`src/rtl/alx_pkg.sv`:
```
/*
 * package for the add/and execution datapath: opcode fields, phase
 * enumeration, flag and bus structs.
 * assumes a 14-bit instruction word and an 8-bit data path.
 */
package alx_pkg;
	// ==========================================================
	// instruction word layout
	localparam int INSTR_W     = 14;
	localparam int DATA_W      = 8;
	localparam int REG_IDX_W   = 7;
	localparam int DEST_BIT    = 7;
	localparam logic [1:0] OPC_LIT  = 2'h3;
	localparam logic [1:0] OPC_REG  = 2'h0;
	// add literal 111x, and literal 1001, add reg 0111, and reg 0101
	localparam logic [2:0] SUB_ADDLIT = 3'h7;
	localparam logic [3:0] SUB_ANDLIT = 4'h9;
	localparam logic [3:0] SUB_ADDREG = 4'h7;
	localparam logic [3:0] SUB_ANDREG = 4'h5;
	// ==========================================================
	// reset values
	localparam logic [7:0] ACC_RESET  = 8'h00;

	// four phases, gray along the path
	typedef enum logic [1:0] {
		ALX_Q1 = 2'b00,
		ALX_Q2 = 2'b01,
		ALX_Q3 = 2'b11,
		ALX_Q4 = 2'b10
	} alx_phase_e;

	typedef enum logic [2:0] {
		ALX_OP_NONE,
		ALX_OP_ADDLIT,
		ALX_OP_ANDLIT,
		ALX_OP_ADDREG,
		ALX_OP_ANDREG
	} alx_op_e;

	typedef struct packed {
		logic carry;
		logic digitCarry;
		logic zero;
	} alx_flags_s;

	// write to the data register file
	typedef struct packed {
		logic                 en;
		logic [REG_IDX_W-1:0] idx;
		logic [DATA_W-1:0]    data;
	} alx_regwr_s;
endpackage : alx_pkg

```
`src/rtl/alx_exec.sv`:
```
/*
 * four-phase execution datapath for add/and with literal and register.
 * assumes the decoder holds instrWord stable for a whole cycle and the
 * register file answers regRdData combinationally on regRdIdx.
 */
`timescale 1ns/1ps
module alx_exec (
	input  wire logic                          clk,
	input  wire logic                          reset_n,
	input  wire logic [alx_pkg::INSTR_W-1:0]   instrWord,
	input  wire logic [alx_pkg::DATA_W-1:0]    regRdData,
	input  wire logic [alx_pkg::DATA_W-1:0]    flagsIn,
	output logic [alx_pkg::REG_IDX_W-1:0]      regRdIdx,
	output alx_pkg::alx_regwr_s                regWr,
	output logic [alx_pkg::DATA_W-1:0]         accOut,
	output alx_pkg::alx_flags_s                flagsOut,
	output logic                               flagsWe,
	output logic                               instrDone,
	output alx_pkg::alx_phase_e                phaseOut
);
	import alx_pkg::*;

	// ==========================================================
	// phase counter and decode
	alx_phase_e            phase_ff;
	alx_op_e               op_ff;
	logic                  dest_ff;
	logic [REG_IDX_W-1:0]  idx_ff;
	logic [DATA_W-1:0]     opnd_ff;
	logic [DATA_W-1:0]     res_ff;
	alx_flags_s            fl_ff;
	logic [DATA_W-1:0]     acc_ff;
	alx_op_e               nxt_op;
	logic [8:0]            sum;
	logic [4:0]            lowSum;

	always_ff @(posedge clk or negedge reset_n) begin
		if (!reset_n) begin
			phase_ff <= ALX_Q1;
		end else begin
			unique case (phase_ff)
				ALX_Q1: phase_ff <= ALX_Q2;
				ALX_Q2: phase_ff <= ALX_Q3;
				ALX_Q3: phase_ff <= ALX_Q4;
				ALX_Q4: phase_ff <= ALX_Q1;
			endcase
		end
	end

	always_comb begin
		nxt_op = ALX_OP_NONE;
		if (instrWord[13:12] == OPC_LIT) begin
			if (instrWord[11:9] == SUB_ADDLIT)
				nxt_op = ALX_OP_ADDLIT;
			else if (instrWord[11:8] == SUB_ANDLIT)
				nxt_op = ALX_OP_ANDLIT;
		end else if (instrWord[13:12] == OPC_REG) begin
			if (instrWord[11:8] == SUB_ADDREG)
				nxt_op = ALX_OP_ADDREG;
			else if (instrWord[11:8] == SUB_ANDREG)
				nxt_op = ALX_OP_ANDREG;
		end
	end

	// decode in Q1, latch operand fields
	always_ff @(posedge clk or negedge reset_n) begin
		if (!reset_n) begin
			op_ff   <= ALX_OP_NONE;
			dest_ff <= 1'b0;
			idx_ff  <= '0;
		end else if (phase_ff == ALX_Q1) begin
			op_ff   <= nxt_op;
			dest_ff <= instrWord[DEST_BIT];
			idx_ff  <= instrWord[REG_IDX_W-1:0];
		end
	end

	// read operand in Q2: register data or literal
	always_ff @(posedge clk or negedge reset_n) begin
		if (!reset_n) begin
			opnd_ff <= '0;
		end else if (phase_ff == ALX_Q2) begin
			if (op_ff == ALX_OP_ADDREG || op_ff == ALX_OP_ANDREG)
				opnd_ff <= regRdData;
			else
				opnd_ff <= instrWord[DATA_W-1:0];
		end
	end

	// ==========================================================
	// process in Q3
	assign sum    = {1'b0, acc_ff} + {1'b0, opnd_ff};
	assign lowSum = {1'b0, acc_ff[3:0]} + {1'b0, opnd_ff[3:0]};

	always_ff @(posedge clk or negedge reset_n) begin
		if (!reset_n) begin
			res_ff <= '0;
			fl_ff  <= '0;
		end else if (phase_ff == ALX_Q3) begin
			// carry bits pass through untouched for and operations
			fl_ff.carry      <= flagsIn[0];
			fl_ff.digitCarry <= flagsIn[1];
			if (op_ff == ALX_OP_ADDLIT || op_ff == ALX_OP_ADDREG) begin
				res_ff           <= sum[DATA_W-1:0];
				fl_ff.carry      <= sum[DATA_W];
				fl_ff.digitCarry <= lowSum[4];
				fl_ff.zero       <= (sum[DATA_W-1:0] == 8'h00);
			end else begin
				res_ff     <= acc_ff & opnd_ff;
				fl_ff.zero <= ((acc_ff & opnd_ff) == 8'h00);
			end
		end
	end

	// ==========================================================
	// write in Q4
	logic toReg;
	logic active;
	assign active = (op_ff != ALX_OP_NONE);
	assign toReg  = (op_ff == ALX_OP_ADDREG || op_ff == ALX_OP_ANDREG) && dest_ff;

	always_ff @(posedge clk or negedge reset_n) begin
		if (!reset_n) begin
			acc_ff <= ACC_RESET;
		end else if (phase_ff == ALX_Q4 && active && !toReg) begin
			acc_ff <= res_ff;
		end
	end

	always_ff @(posedge clk or negedge reset_n) begin
		if (!reset_n) begin
			regWr     <= '0;
			flagsOut  <= '0;
			flagsWe   <= 1'b0;
			instrDone <= 1'b0;
		end else begin
			regWr.en  <= (phase_ff == ALX_Q4) && toReg;
			regWr.idx <= idx_ff;
			regWr.data <= res_ff;
			flagsWe   <= (phase_ff == ALX_Q4) && active;
			flagsOut  <= fl_ff;
			instrDone <= (phase_ff == ALX_Q4) && active;
		end
	end

	always_ff @(posedge clk or negedge reset_n) begin
		if (!reset_n) begin
			regRdIdx <= '0;
			accOut   <= ACC_RESET;
			phaseOut <= ALX_Q1;
		end else begin
			regRdIdx <= (phase_ff == ALX_Q1) ? instrWord[REG_IDX_W-1:0] : idx_ff;
			accOut   <= (phase_ff == ALX_Q4 && active && !toReg) ? res_ff : acc_ff;
			phaseOut <= phase_ff;
		end
	end
endmodule : alx_exec

```
`config.mk`:
```
export PLATFORM = sky130hd
export DESIGN_NAME = alx_exec
export DESIGN_NICKNAME = d
export VERILOG_FILES = /design/src/rtl/alx_pkg.sv /design/src/rtl/alx_exec.sv
export SDC_FILE = /design/constraint.sdc
export NUM_CORES = 1
export LEC_CHECK = 0
export ABC_AREA = 1
export BUFFER_PORTS_ARGS = -buffer_cell sky130_fd_sc_hd__buf_2
export CAP_MARGIN = 20
export CORE_MARGIN = 2
export CORE_UTILIZATION = 53
export CTS_CLUSTER_SIZE = 12
export DETAILED_ROUTE_END_ITERATION = 16
export PLACE_DENSITY = 0.8
export REMOVE_ABC_BUFFERS = 1
export SYNTH_ARGS = -nofsm -noshare
export SYNTH_HDL_FRONTEND = slang
export SYNTH_SLANG_ARGS = --single-unit
export TNS_END_PERCENT = 50
```
`constraint.sdc`:
```
create_clock -name clk -period 2.1 [get_ports clk]
set_clock_uncertainty 0.1 [all_clocks]
set_input_delay 0.105 -clock clk [delete_from_list [all_inputs] [get_ports clk]]
set_output_delay 0.105 -clock clk [all_outputs]
set_load 0.02 [all_outputs]
```
==> impl_metrics.toml, run 1 <==
[outcome]
outcome = "complete, no violations"

[synthesis]
ys_ff_latch = 62
ys_types = 32
synth_top_family_by_area = "simple AND/OR/NAND/NOR gates"
synthTopCellsByArea = "dfrtp_1, nand2_1, inv_1, ha_1, o21ai_0"
avgSynthCellArea_um2 = 9.37
syn_inst = 296
synth_common_cells = "nand2_1, dfrtp_1, inv_1, nor2_1, o21ai_0"
yosysWarningCount = 0
yosys_most_used_dff = "dfrtp_1"
synth_top_cell_area_share_pct = 56.0
yosysSeqAreaShare_pct = 56.0
synth_fa_ha_area_share_pct = 4.33
synth_area_mm2 = 0.00277
postSynth.asyncResetShare_pct = 100
synth.most_common_cell = "nand2_1"
synth_edf_count = 0
synthSimpleGateAreaFrac_pct = 20.2
synth_xor_area_share_pct = 0
synth.area.mux_share_pct = 0
yosys.area.top_type = "dfrtp_1"
synth-compound-area-share_pct = 13.0

[setup_path]
required_ps = 2260
rr_startpoint = "opnd_ff[0]$_DFFE_PN0P_"
critPathCaptureType = "flop"
crit_type = "reg -> reg"
worstSetupStartpointType = "flop"
r2r_cells = 8
crit_fanout = 2
r2r-end = "fl_ff[0]$_DFFE_PN0P_"
r2r_slack_ps = 150
worstPathArrival_ps = 2110

[timing]
setup_slack_ps = 146
setup_viol = 0
maxSlewHeadroom_pct = 61.0
hold-worst-slack_ps = 73.1
max_freq_mhz = 512
hold_viol = 0
maxSlewViolCount = 0
period_share_pct = 93.0
tns_ps = 0
period_needed_ps = 1950
worst_pin_slew_ps = 584
rsz0062_at_grt = "no"

[floorplan]
die_w_um = 76.3
start_util_pct = 54.6
die-area_mm2 = 0.00583
boundaryPins = 70
core_area_mm2 = 0.00507
die_h_um = 76.3
num_rows = 26

[cts]
cts_sinks = 62
htreeDepth = 3
cts-buffers-inserted = 9
clockBufferDepth = 2
cts_tree = "done"
clock_latency_ps = 340
cts_root_buf = "clkbuf_8"
path_clk_slew_ps = 70

[power]
seqPwrFrac_pct = 46.5
power.internal_mw = 2.11
comb_power_share_pct = 11.9
p_clk_share_pct = 41.6
p_leak_nw = 1.88
sw_frac_of_total_pct = 23.9
p_sw_mw = 0.662
total_power_mw = 2.77
peakVddDrop_mv = 0.506
power_density_mw_per_mm2 = 763

[final_layout]
final_area_mm2 = 0.00364
drive_above_1_share_pct = 28.4
fill_cells = 415
fin_nets = 431
diodes = 0
area_delta_synth_final_pct = 31.1

[placement]
place.gp.congestion = 0.858
placed_area_mm2 = 0.00316
place_ws_ps = 67.1
hpwl_mm = 4.26
io_buffers = 63

[global_routing]
track_usage_pct = 23.4
grt_pass1_wl_mm = 10.8
grt_pass1_vias = 2357
grt_max_degree = 39
antenna_found_initial = 0
gr-total-overflow = 0

[drt]
drt-met1-wl_mm = 2.77
wire_per_inst_um = 13.4
route.detailed.drc = 0
route.met3.wl_um = 285
routed-wl-met2_mm = 3.07
routed_wl_mm = 6.24
drtAntennaViolNets = 0
drtIter0Drc = 136
drtPass1Iterations = 4
vias_per_cell = 5.05
routed.top_layer = "met4"
via_count = 2345

[worst_hold_path]
min_path_cells = 5
min-delay-start = "instrWord[13]"
min_path_type = "in -> reg"
whs_endpoint = "op_ff[1]$_DFFE_PN0N_"

[job]
drv_cap = 0
[critical path, stage by stage, from the launching register on]
cell and delay (ps):
dfrtp_1 390, ha_2 200, fa_2 420, or2_4 260
nor2_2 80, nand3_1 90, nor2_1 110, nand3_1 100
a21oi_2 130
[cell usage in the layout, fill, tap and decap left out, types with 3 or more instances in the layout]
cell | netlist | layout
o21ai_2 | 8 | 8
nand2_1 | 85 | 85
nand2_4 | 3 | 3
buf_4 | 1 | 4
ha_1 | 8 | 7
inv_2 | 4 | 4
o22ai_1 | 5 | 5
nor2_1 | 17 | 16
inv_1 | 28 | 28
a21oi_1 | 14 | 13
dfrtp_1 | 62 | 62
clkbuf_8 | 0 | 11
dlygate4sd3_1 | 0 | 22
buf_2 | 3 | 63
a31oi_1 | 10 | 10
nand3_1 | 12 | 11
nor2_2 | 2 | 3
o21ai_0 | 15 | 15
[per-stage QoR]
stage | cells | utilization, %
2_1_floorplan | 289 | -
3_3_place_gp | 425 | 62.3
3_5_place_dp | 425 | 62.3
4_1_cts | 462 | 71.0
5_1_grt | 464 | 71.6
6_report | 464 | 71.6
[power groups by stage]
stage               clock (mW)  combinational, mW  sequential, mW
floorplan                    0              0.123            1.35
global route              1.23              0.367            1.30
finish                    1.16              0.329            1.29
global placement             0              0.282            1.31
CTS                       1.17              0.318            1.29
detailed placement           0              0.287            1.31
[state kept, by name, summed over array words and instances (netlist names), 3 cells and up]
| signal | cells |
|---|---|
| regWr | 16 |
| regRdIdx | 7 |
| opnd_ff | 8 |
| op_ff | 3 |
| accOut | 8 |
| fl_ff | 3 |
| res_ff | 8 |
| flagsOut | 3 |
[logic make-up after synthesis]
| group | Yosys count |
|---|---|
| buf+inv | 40 |
| flops | 62 |
| compound gates | 56 |
| simple gates | 129 |
| fa+ha+maj | 9 |
[per-layer routing]
layer	vias up	GRT usage (%)
met3	15	5.81
met5	-	0
li1	1158	-
met2	77	39.0
met1	1095	29.1
met4	0	10.4
[worst max path at each step]
| stage | startpoint | to | slack (ps) | depth (start not counted) |
|---|---|---|---|---|
| finish | opnd_ff[0]$_DFFE_PN0P_ | fl_ff[0]$_DFFE_PN0P_ | 150 | 8 |
| global route | opnd_ff[0]$_DFFE_PN0P_ | fl_ff[0]$_DFFE_PN0P_ | 20 | 11 |
| CTS | accOut[0]$_DFFE_PN0P_ | fl_ff[0]$_DFFE_PN0P_ | 40 | 8 |
| detailed placement | accOut[0]$_DFFE_PN0P_ | fl_ff[0]$_DFFE_PN0P_ | 70 | 8 |
| global placement | accOut[0]$_DFFE_PN0P_ | fl_ff[0]$_DFFE_PN0P_ | 110 | 8 |
| floorplan | accOut[0]$_DFFE_PN0P_ | fl_ff[0]$_DFFE_PN0P_ | 70 | 8 |
[final cells by class]
class,instances,area [um^2],share of cell area (%)
clock buffers,11,151,4.16
inverters,33,131,3.61
clock inverters,4,70.1,1.93
flip-flops and latches,62,1550,42.7
well taps,70,87.6,2.41
multi-input cells,194,1060,29.1
repair buffers,90,586,16.1
[what timing repair did]
item / CTS / global route
gates resized for setup: 0 / 6
hold endpoints to repair: 44 / 0
hold buffers: 22 / 0
setup buffers: 0 / 2
endpoints found under the setup margin: 0 / 3
No activity file was read; power rests on OpenSTA's default activity.
==> inputs of run 2 (changes only) <==
--- a/config.mk
+++ b/config.mk
@@ -9,10 +9,11 @@
 export BUFFER_PORTS_ARGS = -buffer_cell sky130_fd_sc_hd__buf_2
 export CAP_MARGIN = 20
 export CORE_MARGIN = 2
-export CORE_UTILIZATION = 53
+export CORE_UTILIZATION = 55
+export CTS_BUF_LIST = sky130_fd_sc_hd__clkbuf_4 sky130_fd_sc_hd__clkbuf_8
 export CTS_CLUSTER_SIZE = 12
 export DETAILED_ROUTE_END_ITERATION = 16
-export PLACE_DENSITY = 0.8
+export PLACE_DENSITY = 0.82
 export REMOVE_ABC_BUFFERS = 1
 export SYNTH_ARGS = -nofsm -noshare
 export SYNTH_HDL_FRONTEND = slang
==> impl_metrics.toml, run 2 (synthesized netlist as in run 1, its figures left out) <==
[outcome]
outcome = "complete, no violations"

[placement]
place.gp.congestion = 0.881
hpwl_mm = 4.17
io_buffers = 63
placed_area_mm2 = 0.00316

[setup_path]
rr_startpoint = "accOut[0]$_DFFE_PN0P_"
required_ps = 2270
crit_end = "fl_ff[0]$_DFFE_PN0P_"
worstSetupStartpointType = "flop"
path_cells = "ha_2, fa_2, or2_2, nor2_1, nand3_1, nor2_1, nand3_1, a21oi_2"
worstPathArrival_ps = 2120
slowest_stage = "fa_2"
r2r_slack_ps = 150
cp.depth = 8
r2r-end = "fl_ff[0]$_DFFE_PN0P_"
crit_family = "simple AND/OR/NAND/NOR gates"
critPathBufInv = 0
r2r_cells = 8
crit_type = "reg -> reg"
critPathCaptureType = "flop"
crit_fanout = 2
crit_start = "accOut[0]$_DFFE_PN0P_"
crit_path_max_incr_delay_ps = 410

[drt]
via_count = 2372
wire_per_inst_um = 13.7
drtPass1Iterations = 4
routed_wl_mm = 6.27
drtAntennaViolNets = 0
route.detailed.drc = 0
vias_per_cell = 5.17
drtIter0Drc = 133

[timing]
maxSlewHeadroom_pct = 57.8
maxSlewViolCount = 0
hold_viol = 0
tns_ps = 0
rsz0062_at_grt = "no"
max_freq_mhz = 513
period_share_pct = 92.8
period_needed_ps = 1950
hold-worst-slack_ps = 10.0
setup_viol = 0
worst_pin_slew_ps = 632

[floorplan]
boundaryPins = 70
die_w_um = 75
start_util_pct = 57.9
die-area_mm2 = 0.00563
num_rows = 25
die_h_um = 75
core_area_mm2 = 0.00479

[worst_hold_path]
min_path_type = "in -> reg"
min-delay-start = "flagsIn[1]"

[cts]
path_clk_slew_ps = 60
cts_tree = "done"
htreeDepth = 3
cts-buffers-inserted = 9
cts_sinks = 62
clockBufferDepth = 2
cts_root_buf = "clkbuf_8"
clock_latency_ps = 340

[final_layout]
fin_nets = 428
final_area_mm2 = 0.00358
fill_cells = 331
final_common_cell = "nand2_1"
largest_reg_flops = 16
final_cell_mix = "nand2_1, buf_2, dfrtp_1, inv_1, dlygate4sd3_1"
area_delta_synth_final_pct = 29.0
utilization_pct = 74.7
diodes = 0
drive_above_1_share_pct = 28.1
top_register = "regWr"
seq_area_mm2 = 0.00155
multiInputGateArea_mm2 = 0.00105

[job]
drv_cap = 0

[global_routing]
grt_pass1_vias = 2292
track_usage_pct = 25.5
grt_pass1_wl_mm = 10.4
gr-total-overflow = 0
grt_max_degree = 37
antenna_found_initial = 0

[power]
p_leak_nw = 1.87
peakVddDrop_mv = 0.453
power_density_mw_per_mm2 = 748
total_power_mw = 2.68
[run 2: per-layer routing]
metal	vias up	GRT usage, %	wire length (um)
met5	-	0	0
li1	1155	-	-
met4	0	10.7	132
met1	1098	31.2	2640
met3	16	7.50	407
met2	103	42.2	3090
[run 2: power breakdown]
part / switching, mW / internal (mW) / leakage (nW)
registers: 0.0350 / 1.25 / 0.786
clock network: 0.444 / 0.620 / 0.110
logic: 0.193 / 0.130 / 0.970
[run 2: per-stage QoR]
| stage | cells | setup WS, ps |
|---|---|---|
| 6_report | 459 | 152 |
| 5_1_grt | 459 | 15.2 |
| 4_1_cts | 458 | 76.4 |
| 3_5_place_dp | 422 | 99.8 |
| 3_3_place_gp | 422 | 120 |
| 2_1_floorplan | 289 | 66.9 |
[run 2: worst reg2reg max path, stage by stage (launching register included)]
cell and delay (ps):
dfrtp_1 390, ha_2 200, fa_2 410, or2_2 300
nor2_1 120, nand3_1 90, nor2_1 90, nand3_1 80
a21oi_2 110
[run 2: final cells by class]
type                       count  share of cell area (%)
clock inverter                 4                    1.26
tap                           67                    2.34
inverter                      33                    3.67
sequential                    62                    43.4
multi-input combinational    194                    29.3
clock buffer                  12                    4.44
timing repair buffer          87                    15.6
[run 2: how the worst min path moves through the flow]
stage / to / depth (start not counted)
floorplan: accOut[0]$_DFFE_PN0P_ / 0
global placement: regWr[2]$_DFF_PN0_ / 1
detailed placement: regWr[2]$_DFF_PN0_ / 1
CTS: fl_ff[1]$_DFFE_PN0P_ / 3
global route: fl_ff[1]$_DFFE_PN0P_ / 3
finish: fl_ff[1]$_DFFE_PN0P_ / 3
[run 2: timing repair]
| action | CTS | global route |
|---|---|---|
| hold buffers | 20 | 0 |
| buffers inserted | 0 | 1 |
| hold endpoints to repair | 45 | 0 |
| resized for setup | 0 | 4 |
| endpoints found under the setup margin | 0 | 2 |
